`config.mk`:
```
export PLATFORM = sky130hd
export DESIGN_NAME = serial_flash_erase_power_id_cmds
export DESIGN_NICKNAME = d
export VERILOG_FILES = /design/src/flash_cmd_pkg.sv /design/src/serial_flash_erase_power_id_cmds.sv
export VERILOG_INCLUDE_DIRS = /design/src /design/src/src
export SDC_FILE = /design/constraint.sdc
export NUM_CORES = 1
export LEC_CHECK = 0
export ABC_AREA = 1
export BUFFER_PORTS_ARGS = -buffer_cell sky130_fd_sc_hd__buf_2
export CAP_MARGIN = 20
export CORE_MARGIN = 5
export CORE_UTILIZATION = 40
export DETAILED_ROUTE_END_ITERATION = 10
export PLACE_DENSITY = 0.64
export SLEW_MARGIN = 20
export SYNTH_ARGS = -nofsm -noshare
export SYNTH_HDL_FRONTEND = slang
export SYNTH_SLANG_ARGS = --single-unit
```
`constraint.sdc`:
```
create_clock -name i_clk -period 7.2 [get_ports i_clk]
set_input_delay 0.36 -clock i_clk [delete_from_list [all_inputs] [get_ports i_clk]]
set_output_delay 0.36 -clock i_clk [all_outputs]
set_load 0.03 [all_outputs]
```
`src/flash_cmd_defines.svh`:
```
// Constants of the serial flash command block: opcodes, counts, sizes and times.
// Assumes a 100 MHz system clock that oversamples the serial link.
`ifndef FLASH_CMD_DEFINES_SVH
`define FLASH_CMD_DEFINES_SVH

`define OP_STATUS_READ     8'h05
`define OP_WRITE_ENABLE    8'h06
`define OP_BLOCK32_ERASE   8'h52
`define OP_BLOCK64_ERASE   8'hD8
`define OP_CHIP_ERASE_A    8'h60
`define OP_CHIP_ERASE_B    8'hC7
`define OP_DEEP_SLEEP      8'hB9
`define OP_WAKE_ID         8'hAB
`define OP_MAKER_DEVICE_ID 8'h90
`define OP_JEDEC_ID        8'h9F
`define OP_UNIQUE_ID       8'h4B

`define OP_LAST            5'h07
`define ADDR_LAST          5'h17
`define DUMMY_LAST         5'h07

`define LAST_STATUS        7'h07
`define LAST_DEVICE        7'h07
`define LAST_MAKER_DEV     7'h0F
`define LAST_JEDEC         7'h17
`define LAST_UNIQUE        7'h7F

`define CLK_MHZ              100
`define BLOCK_ERASE_TIME_US  1000
`define CHIP_ERASE_TIME_US   4000
`define SLEEP_ENTRY_DELAY_NS 3000
`define WAKE_DELAY_NS        3000
`define WAKE_ID_DELAY_NS     2000

`define BLOCK32_BYTES      25'h0008000
`define BLOCK64_BYTES      25'h0010000
`define ARRAY_BYTES        25'h0100000

`define STAT_WIP_BIT       0
`define STAT_WEL_BIT       1
`define STAT_BP_LSB        2
`define ERASED_BYTE        8'hFF
`define WEL_RESET          1'b0
`define WIP_RESET          1'b0
`define JOB_FIFO_DEPTH     16

`endif

```
`src/flash_cmd_pkg.sv`:
```
// Types shared by the serial flash command block and its job queue.
// Assumes nothing beyond a SystemVerilog tool.
package flash_cmd_pkg;

  typedef struct packed {
    logic sclk;
    logic cs_n;
    logic si;
  } link_pins_t;

  typedef enum logic [1:0] {
    JOB_BLOCK32 = 2'h0,
    JOB_BLOCK64 = 2'h1,
    JOB_CHIP    = 2'h2
  } job_kind_t;

  typedef struct packed {
    job_kind_t   kind;
    logic [23:0] base;
    logic [7:0]  fill;
  } erase_job_t;

  typedef enum logic [5:0] {
    F_OP    = 6'h01,
    F_ADDR  = 6'h02,
    F_DUMMY = 6'h04,
    F_OUT   = 6'h08,
    F_DONE  = 6'h10,
    F_IGN   = 6'h20
  } frame_st_t;

  typedef enum logic [3:0] {
    P_ON    = 4'h1,
    P_ENTER = 4'h2,
    P_SLEEP = 4'h4,
    P_WAKE  = 4'h8
  } power_st_t;

endpackage : flash_cmd_pkg

```
`src/serial_flash_erase_power_id_cmds.sv`:
```
// Command logic of a serial flash: erase, deep sleep and identification reads.
// Assumes a host on the serial pins and an array agent draining erase jobs.
`include "flash_cmd_defines.svh"

// Shift-register queue: the head always sits in entry 0, so it is a flop.
module erase_job_fifo #(
  parameter int WIDTH = 34,
  parameter int DEPTH = 16
) (
  input  wire logic             i_clk,
  input  wire logic             i_reset,
  input  wire logic             i_in_valid,
  output logic                  o_in_ready,
  input  wire logic [WIDTH-1:0] i_in_data,
  output logic                  o_out_valid,
  input  wire logic             i_out_ready,
  output logic [WIDTH-1:0]      o_out_data
);
  localparam int CW = $clog2(DEPTH + 1);

  logic [WIDTH-1:0] mem_r [DEPTH+1];
  logic [CW-1:0]    cnt_r;
  logic [CW-1:0]    cnt_nxt;
  logic [CW-1:0]    wr_idx;
  logic             push;
  logic             pop;

  // A push is refused while full even if a pop frees a slot this cycle.
  assign push    = i_in_valid && o_in_ready;
  assign pop     = o_out_valid && i_out_ready;
  assign wr_idx  = pop ? cnt_r - CW'(1) : cnt_r;
  assign cnt_nxt = cnt_r + CW'(push) - CW'(pop);
  assign mem_r[DEPTH] = '0;

  // Each entry shifts down on a pop and takes the new word at its index.
  for (genvar i = 0; i < DEPTH; i++) begin : g_entry
    always_ff @(posedge i_clk) begin
      if (i_reset) begin
        mem_r[i] <= '0;
      end else if (push && wr_idx == CW'(i)) begin
        mem_r[i] <= i_in_data;
      end else if (pop) begin
        mem_r[i] <= mem_r[i+1];
      end
    end
  end

  // Count and the flags that face both sides.
  always_ff @(posedge i_clk) begin
    if (i_reset) begin
      cnt_r       <= '0;
      o_out_valid <= 1'b0;
      o_in_ready  <= 1'b1;
    end else begin
      cnt_r       <= cnt_nxt;
      o_out_valid <= cnt_nxt != '0;
      o_in_ready  <= cnt_nxt != CW'(DEPTH);
    end
  end

  assign o_out_data = mem_r[0];
endmodule // erase_job_fifo

// How it works
// - 52H block erase needs write enable set.
// - D8H block erase needs write enable set.
// - Erase aligned block, ignore low offset bits.
// - Select rising off-boundary discards block erase.
// - Erase sets busy, clears enable, busy ends.
// - Protected block erase is not executed.
// - Chip erase 60H or C7H needs enable.
// - Chip erase only if select rises after opcode.
// - Chip erase only with all protect bits zero.
// - B9H enters deep sleep after entry delay.
// - Deep sleep ignores all but wake command.
// - Deep sleep refused during busy cycle.
// - Reset always leaves device in standby.
// - Plain wake waits wake delay before commands.
// - Wake with dummies repeats device ID MSB first.
// - ID form of wake uses second delay.
// - Wake command ignored while busy.
// - 90H gives maker/device or device first.
// - 9FH gives maker, type, capacity bytes.
// - JEDEC read not decoded while busy.
// - Select rising ends JEDEC read anytime.
// - 4BH with address and dummy gives 128 bits.
// - Status read answers in standby, even while busy.
// - Input bits sampled on rising edge, MSB first.
module serial_flash_erase_power_id_cmds
  import flash_cmd_pkg::*;
#(
  parameter int           BLOCK_ERASE_TIME_US = `BLOCK_ERASE_TIME_US,
  parameter int           CHIP_ERASE_TIME_US  = `CHIP_ERASE_TIME_US,
  parameter logic [7:0]   MAKER_ID            = 8'h5A, // Arbitrary value.
  parameter logic [7:0]   DEVICE_ID           = 8'h11, // Arbitrary value.
  parameter logic [7:0]   MEMORY_TYPE         = 8'h22, // Arbitrary value.
  parameter logic [7:0]   CAPACITY_CODE       = 8'h33, // Arbitrary value.
  parameter logic [127:0] UNIQUE_ID           = 128'h0123456789ABCDEF0F1E2D3C4B5A6978 // Arbitrary value.
) (
  input  wire logic       i_clk,
  input  wire logic       i_reset,
  input  wire logic       i_sclk,
  input  wire logic       i_cs_n,
  input  wire logic       i_si,
  output logic            o_so,
  output logic            o_so_oe,
  input  wire logic [2:0] i_block_protect_bits,
  output logic            o_write_in_progress_flag,
  output logic            o_write_enable_latch,
  output logic            o_deep_sleep,
  output logic            o_job_valid,
  input  wire logic       i_job_ready,
  output erase_job_t      o_job
);
  localparam int BLOCK_CYC = BLOCK_ERASE_TIME_US * `CLK_MHZ;
  localparam int CHIP_CYC  = CHIP_ERASE_TIME_US * `CLK_MHZ;
  localparam int SLEEP_CYC = (`SLEEP_ENTRY_DELAY_NS * `CLK_MHZ + 999) / 1000;
  localparam int WAKE_CYC  = (`WAKE_DELAY_NS * `CLK_MHZ + 999) / 1000;
  localparam int WAKE2_CYC = (`WAKE_ID_DELAY_NS * `CLK_MHZ + 999) / 1000;

  link_pins_t  pin_s1_r;
  link_pins_t  pin_s2_r;
  link_pins_t  pin_s3_r;
  link_pins_t  pin_f_r;
  link_pins_t  pin_p_r;
  logic        sclk_rise;
  logic        sclk_fall;
  logic        cs_rise;
  logic        cs_f;
  logic        si_f;
  frame_st_t   fst_r;
  frame_st_t   op_st;
  power_st_t   pwr_r;
  logic [4:0]  cnt_r;
  logic [22:0] sh_r;
  logic [7:0]  op_r;
  logic [7:0]  op_in;
  logic [7:0]  cur_op;
  logic [23:0] addr_r;
  logic [23:0] addr_in;
  logic [127:0] obuf_r;
  logic [127:0] nbuf;
  logic [6:0]  idx_r;
  logic [6:0]  last_r;
  logic [6:0]  nlast;
  logic        out_load;
  logic [7:0]  stat;
  logic        wel_r;
  logic        wip_r;
  logic [31:0] timer_r;
  logic [15:0] pcnt_r;
  logic        exec;
  logic        blk_cmd;
  logic        chip_cmd;
  logic        erase_go;
  logic        prot_hit;
  logic [24:0] blk_size;
  logic [24:0] blk_base;
  logic [24:0] blk_end;
  logic [24:0] prot_size;
  logic        fifo_ready;
  erase_job_t  job;

  // Three-flop pin sampling; a level counts once stages two and three agree.
  for (genvar i = 0; i < 3; i++) begin : g_pin
    always_ff @(posedge i_clk) begin
      if (i_reset) begin
        pin_s1_r[i] <= 1'b1;
        pin_s2_r[i] <= 1'b1;
        pin_s3_r[i] <= 1'b1;
        pin_f_r[i]  <= 1'b1;
        pin_p_r[i]  <= 1'b1;
      end else begin
        pin_s1_r[i] <= (i == 0) ? i_si : (i == 1) ? i_cs_n : i_sclk;
        pin_s2_r[i] <= pin_s1_r[i];
        pin_s3_r[i] <= pin_s2_r[i];
        if (pin_s2_r[i] == pin_s3_r[i]) begin
          pin_f_r[i] <= pin_s3_r[i];
        end
        pin_p_r[i] <= pin_f_r[i];
      end
    end
  end

  assign cs_f      = pin_f_r.cs_n;
  assign si_f      = pin_f_r.si;
  assign sclk_rise = pin_f_r.sclk && !pin_p_r.sclk;
  assign sclk_fall = !pin_f_r.sclk && pin_p_r.sclk;
  assign cs_rise   = pin_f_r.cs_n && !pin_p_r.cs_n;
  assign op_in     = {sh_r[6:0], si_f};
  assign addr_in   = {sh_r[22:0], si_f};
  assign cur_op    = (fst_r == F_OP) ? op_in : op_r;

  // Live status byte; upper bits are not kept by this block.
  // status byte layout
  assign stat = {3'h0, i_block_protect_bits, wel_r, wip_r};

  // Opcode decode at the eighth bit decides the rest of the frame.
  always_comb begin
    op_st = F_IGN;
    if (pwr_r == P_ON || (pwr_r == P_SLEEP && op_in == `OP_WAKE_ID)) begin
      case (op_in)
        `OP_STATUS_READ:     op_st = F_OUT;
        `OP_JEDEC_ID:        op_st = wip_r ? F_IGN : F_OUT;
        `OP_WAKE_ID:         op_st = wip_r ? F_IGN : F_ADDR;
        `OP_BLOCK32_ERASE,
        `OP_BLOCK64_ERASE,
        `OP_MAKER_DEVICE_ID,
        `OP_UNIQUE_ID:       op_st = F_ADDR;
        `OP_WRITE_ENABLE,
        `OP_CHIP_ERASE_A,
        `OP_CHIP_ERASE_B,
        `OP_DEEP_SLEEP:      op_st = F_DONE;
        default:             op_st = F_IGN;
      endcase
    end
  end

  // Frame sequencing; every frame restarts while select is high.
  always_ff @(posedge i_clk) begin
    if (i_reset) begin
      fst_r  <= F_OP;
      cnt_r  <= 5'h00;
      sh_r   <= 23'h000000;
      op_r   <= 8'h00;
      addr_r <= 24'h000000;
    end else if (cs_f) begin
      fst_r <= F_OP;
      cnt_r <= 5'h00;
    end else if (sclk_rise) begin
      sh_r  <= addr_in[22:0];
      cnt_r <= cnt_r + 5'h01;
      case (fst_r)
        F_OP: begin
          if (cnt_r == `OP_LAST) begin
            op_r  <= op_in;
            cnt_r <= 5'h00;
            fst_r <= op_st;
          end
        end
        F_ADDR: begin
          if (cnt_r == `ADDR_LAST) begin
            addr_r <= addr_in;
            cnt_r  <= 5'h00;
            if (op_r == `OP_BLOCK32_ERASE || op_r == `OP_BLOCK64_ERASE) begin
              fst_r <= F_DONE;
            end else if (op_r == `OP_UNIQUE_ID) begin
              fst_r <= F_DUMMY;
            end else begin
              fst_r <= F_OUT;
            end
          end
        end
        F_DUMMY: begin
          if (cnt_r == `DUMMY_LAST) begin
            fst_r <= F_OUT;
          end
        end
        F_DONE: fst_r <= F_IGN;
        default: fst_r <= fst_r;
      endcase
    end
  end

  // The output buffer is loaded on the rising edge that ends the input.
  assign out_load = sclk_rise && !cs_f &&
    ((fst_r == F_OP && cnt_r == `OP_LAST && op_st == F_OUT) ||
     (fst_r == F_ADDR && cnt_r == `ADDR_LAST && op_r != `OP_BLOCK32_ERASE &&
      op_r != `OP_BLOCK64_ERASE && op_r != `OP_UNIQUE_ID) ||
     (fst_r == F_DUMMY && cnt_r == `DUMMY_LAST));

  // Answer contents per opcode, right-aligned in the buffer.
  always_comb begin
    nbuf  = 128'h0;
    nlast = `LAST_DEVICE;
    case (cur_op)
      `OP_STATUS_READ: begin
        nbuf  = {120'h0, stat};
        nlast = `LAST_STATUS;
      end
      `OP_JEDEC_ID: begin
        nbuf  = {104'h0, MAKER_ID, MEMORY_TYPE, CAPACITY_CODE};
        nlast = `LAST_JEDEC;
      end
      `OP_MAKER_DEVICE_ID: begin
        nbuf  = addr_in[0] ? {112'h0, DEVICE_ID, MAKER_ID} : {112'h0, MAKER_ID, DEVICE_ID};
        nlast = `LAST_MAKER_DEV;
      end
      `OP_UNIQUE_ID: begin
        nbuf  = UNIQUE_ID;
        nlast = `LAST_UNIQUE;
      end
      default: begin
        nbuf  = {120'h0, DEVICE_ID};
        nlast = `LAST_DEVICE;
      end
    endcase
  end

  // Serial output on falling edges; the index wraps so answers repeat.
  always_ff @(posedge i_clk) begin
    if (i_reset) begin
      obuf_r  <= 128'h0;
      idx_r   <= 7'h00;
      last_r  <= 7'h00;
      o_so    <= 1'b0;
      o_so_oe <= 1'b0;
    end else begin
      o_so_oe <= !cs_f && fst_r == F_OUT;
      if (out_load) begin
        obuf_r <= nbuf;
        last_r <= nlast;
        idx_r  <= nlast;
      end else if (sclk_fall && !cs_f && fst_r == F_OUT) begin
        o_so  <= (op_r == `OP_STATUS_READ) ? stat[idx_r[2:0]] : obuf_r[idx_r];
        idx_r <= (idx_r == 7'h00) ? last_r : idx_r - 7'h01;
      end
    end
  end

  // Block geometry and protected region at the top of the array.
  always_comb begin
    blk_size  = (op_r == `OP_BLOCK64_ERASE) ? `BLOCK64_BYTES : `BLOCK32_BYTES;
    blk_base  = {1'b0, addr_r} & ~(blk_size - 25'h0000001);
    blk_end   = blk_base + blk_size;
    prot_size = (i_block_protect_bits == 3'h0) ? 25'h0000000 :
                (`ARRAY_BYTES >> (3'h7 - i_block_protect_bits));
    prot_hit  = (i_block_protect_bits != 3'h0) && (blk_end > `ARRAY_BYTES - prot_size);
  end

  assign exec     = cs_rise && fst_r == F_DONE;
  assign blk_cmd  = exec && (op_r == `OP_BLOCK32_ERASE || op_r == `OP_BLOCK64_ERASE);
  assign chip_cmd = exec && (op_r == `OP_CHIP_ERASE_A || op_r == `OP_CHIP_ERASE_B);
  assign erase_go = wel_r && !wip_r && fifo_ready &&
                    ((blk_cmd && !prot_hit) || (chip_cmd && i_block_protect_bits == 3'h0));

  // Job for the array agent; a full queue refuses the erase like a protect hit.
  always_comb begin
    job.kind = chip_cmd ? JOB_CHIP : (op_r == `OP_BLOCK64_ERASE) ? JOB_BLOCK64 : JOB_BLOCK32;
    job.base = chip_cmd ? 24'h000000 : blk_base[23:0];
    job.fill = `ERASED_BYTE;
  end

  // Self-timed cycle and enable latch.
  always_ff @(posedge i_clk) begin
    if (i_reset) begin
      wel_r   <= `WEL_RESET;
      wip_r   <= `WIP_RESET;
      timer_r <= 32'h00000000;
    end else begin
      if (erase_go) begin
        wip_r   <= 1'b1;
        wel_r   <= 1'b0;
        timer_r <= chip_cmd ? 32'(CHIP_CYC - 1) : 32'(BLOCK_CYC - 1);
      end else begin
        if (exec && op_r == `OP_WRITE_ENABLE && !wip_r) begin
          wel_r <= 1'b1;
        end
        if (wip_r) begin
          if (timer_r == 32'h00000000) begin
            wip_r <= 1'b0;
          end else begin
            timer_r <= timer_r - 32'h00000001;
          end
        end
      end
    end
  end

  // Power mode; reset stands for power-up, so it always lands in standby.
  always_ff @(posedge i_clk) begin
    if (i_reset) begin
      pwr_r  <= P_ON;
      pcnt_r <= 16'h0000;
    end else begin
      case (pwr_r)
        P_ON: begin
          if (exec && op_r == `OP_DEEP_SLEEP && !wip_r) begin
            pwr_r  <= P_ENTER;
            pcnt_r <= 16'(SLEEP_CYC - 1);
          end
        end
        P_ENTER: begin
          if (pcnt_r == 16'h0000) begin
            pwr_r <= P_SLEEP;
          end else begin
            pcnt_r <= pcnt_r - 16'h0001;
          end
        end
        P_SLEEP: begin
          if (cs_rise && op_r == `OP_WAKE_ID && fst_r == F_ADDR && cnt_r == 5'h00) begin
            pwr_r  <= P_WAKE;
            pcnt_r <= 16'(WAKE_CYC - 1);
          end else if (cs_rise && op_r == `OP_WAKE_ID && fst_r == F_OUT) begin
            pwr_r  <= P_WAKE;
            pcnt_r <= 16'(WAKE2_CYC - 1);
          end
        end
        P_WAKE: begin
          if (pcnt_r == 16'h0000) begin
            pwr_r <= P_ON;
          end else begin
            pcnt_r <= pcnt_r - 16'h0001;
          end
        end
        default: pwr_r <= P_ON;
      endcase
    end
  end

  // Registered status outputs.
  always_ff @(posedge i_clk) begin
    if (i_reset) begin
      o_write_in_progress_flag <= 1'b0;
      o_write_enable_latch     <= 1'b0;
      o_deep_sleep             <= 1'b0;
    end else begin
      o_write_in_progress_flag <= wip_r;
      o_write_enable_latch     <= wel_r;
      o_deep_sleep             <= pwr_r == P_SLEEP;
    end
  end

  erase_job_fifo #(
    .WIDTH ($bits(erase_job_t)),
    .DEPTH (`JOB_FIFO_DEPTH)
  ) u_jobs (
    .i_clk       (i_clk),
    .i_reset     (i_reset),
    .i_in_valid  (erase_go),
    .o_in_ready  (fifo_ready),
    .i_in_data   (job),
    .o_out_valid (o_job_valid),
    .i_out_ready (i_job_ready),
    .o_out_data  (o_job)
  );
endmodule // serial_flash_erase_power_id_cmds

```
# Word-level counts from Yosys, hierarchy flattened
# Index checks and enable logic that the tools add are counted.
# word_totals
out_inout_bits,40
elab_cells,322
ff_bits,832
# classes
muxes,81
reduce_logical,104
add_sub_neg,11
n_eq_ne,67
n_bitwise,4
n_shift,1
magnitude_cmp,3
# op_table
cell,count
$mux 34,32
$pmux 121 s4,1
$eq 8x8->1 const B,12
$mux 32,3
$mux 16,4
$eq 8x7->1 const B,7
$logic_and 1x1->1,51
$pmux 16 s3,1
$eq 5x4->1 const B,8
$eq 8x3->1 const B,5
$mux 6,6
$reduce_bool 2->1,18
$logic_not 32->1,1
$sub 32x1->32 const B,1
$pmux 6 s5,1
$add 25x17->25,1
$and 24x25->25,1
$eq 5x3->1 const B,5
$gt 25x25->1,1
$mux 25,1
$not 25->25,1
$shr 21x3->25 const A,1
$sub 21x25->25 const A,1
$mux 24,1
59 further kinds,107

# Longest topological paths before layout
# depth
word_depth,16
mapped_depth,33

# Cells and area by module
# A second synthesis with hierarchy kept.
# unflattened
hier_cells,5723
hier_area_um2,36900.4
# by_module_without_submodules
mod,instances,area_each_um2,cells_each
erase_job_fifo,1,28038.1,4328
serial_flash_erase_power_id_cmds,1,8862.2,1395

# Least setup slack after synthesis
# No wires, ideal clock.
# synth_path
path_kind,flip-flop to flip-flop
from,register op_r[2]
to,register u_jobs.o_in_ready
path_stages_with_launch,34
path_buffers,2
setup_time_ns,0.115
arrival_time_ns,4.394
required_time_ns,7.085
slack_ns,2.691
path_cell_list,dfxtp_1 -> inv_2 -> nand2_1 -> inv_1 -> nand3_1 -> buf_2 -> inv_1 -> clkbuf_1 -> ha_1 -> nand2_1 -> o21ai_0 -> nand2_1 -> nor2_1 -> nand3_1 -> xor2_1 -> ha_1 -> nand2_1 -> nor2_1 -> nand2_1 -> nor2_1 -> nor2_1 -> nand2_1 -> nand3_1 -> nand2_1 -> nand2_1 -> inv_1 -> ha_1 -> inv_1 -> fa_1 -> o31ai_1 -> xor2_1 -> nand2_1 -> inv_1 -> nand2_1
# synth_between
elab_chain_cells,16
word_cells_on_any_way,24
# synth_rtl
item,line_no,rtl
"start, declared",serial_flash_erase_power_id_cmds.sv:136,logic [7:0] op_r;
"start signal, assigned",serial_flash_erase_power_id_cmds.sv:236,op_r <= op_in;
$eq 8x8->1 (no line),n/a,
$mux 17 (no line),n/a,
$sub 17x1->18,serial_flash_erase_power_id_cmds.sv:324,"blk_base = {1'b0, addr_r} & ~(blk_size - 25'h0000001);"
$not 25->25,serial_flash_erase_power_id_cmds.sv:324,
$and 24x25->25,serial_flash_erase_power_id_cmds.sv:324,
$add 25x17->25,serial_flash_erase_power_id_cmds.sv:325,blk_end = blk_base + blk_size;
$gt 25x25->1,serial_flash_erase_power_id_cmds.sv:328,prot_hit = (i_block_protect_bits != 3'h0) && (blk_end > `ARRAY_BYTES - prot_size);
$logic_and 1x1->1,serial_flash_erase_power_id_cmds.sv:328,
$logic_not 1->1,serial_flash_erase_power_id_cmds.sv:335,((blk_cmd && !prot_hit) || (chip_cmd && i_block_protect_bits == 3'h0));
$logic_and 1x1->1,serial_flash_erase_power_id_cmds.sv:335,
$logic_or 1x1->1 *,serial_flash_erase_power_id_cmds.sv:335,
$logic_and 1x1->1 *,serial_flash_erase_power_id_cmds.sv:334,assign erase_go = wel_r && !wip_r && fifo_ready &&
$logic_and 1x1->1 *,serial_flash_erase_power_id_cmds.sv:29,assign push = i_in_valid && o_in_ready;
$add 5x1->5 *,serial_flash_erase_power_id_cmds.sv:32,assign cnt_nxt = cnt_r + CW'(push) - CW'(pop);
$sub 5x1->5 *,serial_flash_erase_power_id_cmds.sv:32,
$ne 5x5->1 *,serial_flash_erase_power_id_cmds.sv:57,o_in_ready <= cnt_nxt != CW'(DEPTH);
"end signal, assigned",serial_flash_erase_power_id_cmds.sv:57,
"end, declared",serial_flash_erase_power_id_cmds.sv:13,"output logic o_in_ready,"
# Mark *: on every way between the ends. The rest lies on a longest branch, timed or not.
# A chain may end at the register's enable or synchronous reset.

# Worst setup path in the final report
# Same ends and word-level chain as after synthesis.

==> implementation parameters <==
Parameter                              Value

Status
  Outcome    finished clean

Setup path
  Class of the most critical setup path    reg -> reg
  Slowest Stage Delay on Critical Path    roughly 0.4 ns
  Dominant cell type by count on the critical path    sky130_fd_sc_hd__nand2_1
  Capturing element type of the critical path    flop
  CP max-delay cell    sky130_fd_sc_hd__fa_1
  Startpoint type of the worst setup path    flop
  Reg2reg setup slack    1.76 ns
  Maximum fanout count along the critical path    13
  Data required, critical path    7.64 ns
  Data arrival time of the critical path    5.89 ns

STA
  Tightest Pin Transition    1.098 ns
  Aggregate negative setup slack    0 ns
  Max-slew headroom at the worst pin    0.2678
  Final critical delay including setup and external delays    5.445 ns
  Top achievable clock speed    ~180 MHz
  Final hold violations    0
  Post-layout worst setup margin    1.755 ns
  Worst Skew    0.01812 ns
  Number of pins with negative max-slew slack in the final report    0
  RSZ-0062 raised after global routing    no
  Final Cycle Share    0.7562
  Final setup violation count    0

Clock tree
  Sink count of the clock tree    345
  Cells resized by post-CTS repair    0
  Total of hold buffers inserted after clock tree synthesis    3
  H-tree depth    2
  Root Driver    sky130_fd_sc_hd__clkbuf_16
  Post-CTS clock slew at the launch and capture registers of the worst setup and hold paths    0.06 ns
  Num CTS Buffers    40
  Clock tree buffer depth    3
  CTS tree    built
  Later-pin clock latency in the skew report    0.56 ns
  Post-CTS Repair Setup Buffers    0

Place
  Final weighted congestion in routability-driven placement    0.8741
  HPWL after DPL    31,330 microns
  Worst slack, placed    1.779 ns
  Port-buffer cells    33
  Placed cell area    0.01877 sq mm

Power and ir drop
  Power Total    ~5.0 mW
  Worst VDD drop    203.2 uV
  Relative contribution of the clock network to total power    0.415
  Fraction of power spent switching nets    0.3094
  Power Density    248.5 mW/mm^2
  Sequential share of power    0.400
  Internal power    about 3.5 mW
  Gate power share    0.186
  Static Leakage    8.672 nW
  Net Switching    1.548 mW

Floorplanning
  Width of the die    between 200 and 250 microns
  Core Box Area    0.04656 sq mm
  Die height    226.9 microns
  Count of pins on the block boundary    49
  Row cnt    79
  Starting density of the core    0.4040
  Die outline area    0.05146 sq mm

Logic synthesis
  Unique masters post-synth    57
  Seq/Total Area, Yosys    0.3672
  Top_reg_cell synth    sky130_fd_sc_hd__dfxtp_1
  Cell Area, Synth    0.01881 sq mm
  Share of flip-flops with an asynchronous set or reset after synthesis    0
  Area fraction of the dominant cell type after synthesis    0.3672
  Gate Count Post-Synth    2,813
  Synthesized area per cell    6.687 sq um
  Commonest cells post-synth    sky130_fd_sc_hd__nand2_1 (739), sky130_fd_sc_hd__dfxtp_1 (345), sky130_fd_sc_hd__a21oi_1 (270), sky130_fd_sc_hd__nand3_1 (270), sky130_fd_sc_hd__nor2_1 (270)
  Library cell occupying the most area in the post-synthesis netlist    sky130_fd_sc_hd__dfxtp_1
  Register bit total from synthesis    345
  Yosys Warn Count    0
  Top-count cell post-synth    sky130_fd_sc_hd__nand2_1
  Number of synthesized flops with an enable pin    0
  Synth area leaders    sky130_fd_sc_hd__dfxtp_1 (37%), sky130_fd_sc_hd__nand2_1 (15%), sky130_fd_sc_hd__a21oi_1 (7.2%), sky130_fd_sc_hd__nand3_1 (7.2%), sky130_fd_sc_hd__nor2_1 (5.4%)

Drt
  Number of DRC violations after detailed routing    0
  Number of DRC markers in iteration 0    approximately 1,600
  Vias after detailed routing    roughly 18,000
  First-pass detailed-route iteration total    5
  Wirelength per Cell    ~14 microns
  Via/cell ratio    5.358
  Number of nets still failing antenna checks after routing    0
  Wire length reported by the detailed router    47,990 microns

Final layout
  Fraction of layout cells with a size suffix above 1    0.06913
  Layout Area Growth over Synthesis    7.037%
  Multi-input gate area in the final layout    0.01014 sq mm
  Area occupied by registers    0.006907 sq mm
  Post-route cell area    0.02013 sq mm
  Total number of nets in the final design    2,743
  Diodes inserted    0
  Number of fill cells    between 4,000 and 5,000

Job
  Number of violations of the max-capacitance limit    0

Global route
  Global-route congestion overflow total    0
  Global Route Usage Sum    0.1829
  Number of antenna violations at the first check in global routing    0
  Via count of the first global-routing pass    16,300
  First-pass GRT wire length    80,590 microns
  Maximum number of pins on one net before global-route repair    between 100 and 150

Worst hold path
  Min-delay worst type    in -> reg
==> layer usage <==
metal	vias to the layer above	track usage	wire, microns
li1	9034	-	-
met5	-	0	0
met4	0	0.05589	1123
met2	424	0.2990	22060
met3	78	0.02253	2409
met1	8364	0.2535	22400
==> final cells by class <==
| type | count | share of cell area |
|---|---|---|
| tap | 607 | 0.03772 |
| clock inverter | 17 | 0.009943 |
| multi-input combinational | 2085 | 0.5037 |
| clock buffer | 55 | 0.05655 |
| timing repair buffer | 47 | 0.01423 |
| sequential | 345 | 0.3430 |
| inverter | 185 | 0.03486 |
==> critical path: cells and delay by family (launching register included) <==
| kind | cells | cell delay, ns |
|---|---|---|
| AND/OR/NAND/NOR | 17 | 1.99 |
| flip-flops | 1 | 0.39 |
| adder cells (fa/ha/maj) | 4 | 1.25 |
| buffers and inverters | 6 | 0.73 |
| XOR/XNOR | 2 | 0.37 |
| AO/OA/AOI/OAI | 2 | 0.62 |
==> flip-flops by register name, indices dropped and copies added (netlist names), 2 cells and up <==
signal and cells:
last_r 4, u_jobs.o_out_data 12, u_jobs.cnt_r 5, pin_s1_r 3
pin_p_r 2, timer_r 32, u_jobs.mem_r 180, pin_s3_r 3
pin_s2_r 3, idx_r 7, op_r 8, sh_r 23
pcnt_r 16, pwr_r 4, cnt_r 5, obuf_r 11
fst_r 6, addr_r 9
==> per-stage QoR <==
step           std cells  utilization  hold slack, ns
3_3_place_gp        3266       0.4031          0.3970
3_5_place_dp        3266       0.4031          0.3954
4_1_cts             3341       0.4325          0.3001
5_1_grt             3341       0.4325          0.3333
6_report            3341       0.4325          0.3354
2_1_floorplan       2827            -          0.3895
==> cells by family after synthesis <==
kind of cell,after synthesis,synth area share
simple gates,1467,0.3446
other cells,1,0.0001994
buf+inv,397,0.09765
flops,345,0.3672
fa+ha+maj,30,0.02075
compound gates,517,0.1436
xor+xnor,56,0.02607
==> power groups by stage <==
stage	clock, mW	sequential, mW	combinational (mW)
final	2.07	2.00	0.928
after detailed placement	0	2.04	0.920
after global routing	2.22	2.01	1.06
after floorplan	0	2.03	0.741
after global placement	0	2.04	0.903
after CTS	2.13	2.00	0.925
==> layout by cell type (no fill, tap or decap), types with 5 or more instances in the layout <==
cell type and n:
sky130_fd_sc_hd__buf_2 32, sky130_fd_sc_hd__a21oi_1 270, sky130_fd_sc_hd__inv_1 170, sky130_fd_sc_hd__dfxtp_1 345, sky130_fd_sc_hd__nand2_4 5, sky130_fd_sc_hd__o21ai_0 136
sky130_fd_sc_hd__nor4_1 5, sky130_fd_sc_hd__ha_1 28, sky130_fd_sc_hd__buf_4 11, sky130_fd_sc_hd__clkinv_2 9, sky130_fd_sc_hd__or2_2 13, sky130_fd_sc_hd__nand2_1 739
sky130_fd_sc_hd__o211ai_1 5, sky130_fd_sc_hd__clkbuf_1 8, sky130_fd_sc_hd__o21ai_1 67, sky130_fd_sc_hd__nand3_1 270, sky130_fd_sc_hd__nor2_1 269, sky130_fd_sc_hd__inv_2 12
sky130_fd_sc_hd__nand4_1 92, sky130_fd_sc_hd__clkbuf_8 7, sky130_fd_sc_hd__a31oi_1 15, sky130_fd_sc_hd__nand3_2 16, sky130_fd_sc_hd__xor2_1 37, sky130_fd_sc_hd__nand2_2 5
sky130_fd_sc_hd__xnor2_1 19, sky130_fd_sc_hd__nand3_4 5, sky130_fd_sc_hd__clkbuf_16 41, sky130_fd_sc_hd__nor3_1 21, sky130_fd_sc_hd__nor2_2 7, sky130_fd_sc_hd__conb_1 15
==> path summary, 6_finish.rpt <==
| kind | from | to | depth (start not counted) |
|---|---|---|---|
| setup / recovery | op_r[2] | u_jobs.o_in_ready | 31 |
| hold / removal | i_reset | u_jobs.cnt_r[2] | 2 |
| setup reg to reg | op_r[2] | u_jobs.o_in_ready | 31 |
| hold reg to reg | pin_s1_r[0] | pin_s2_r[0] | 1 |
Note: power is estimated with default switching activity, not from simulation.
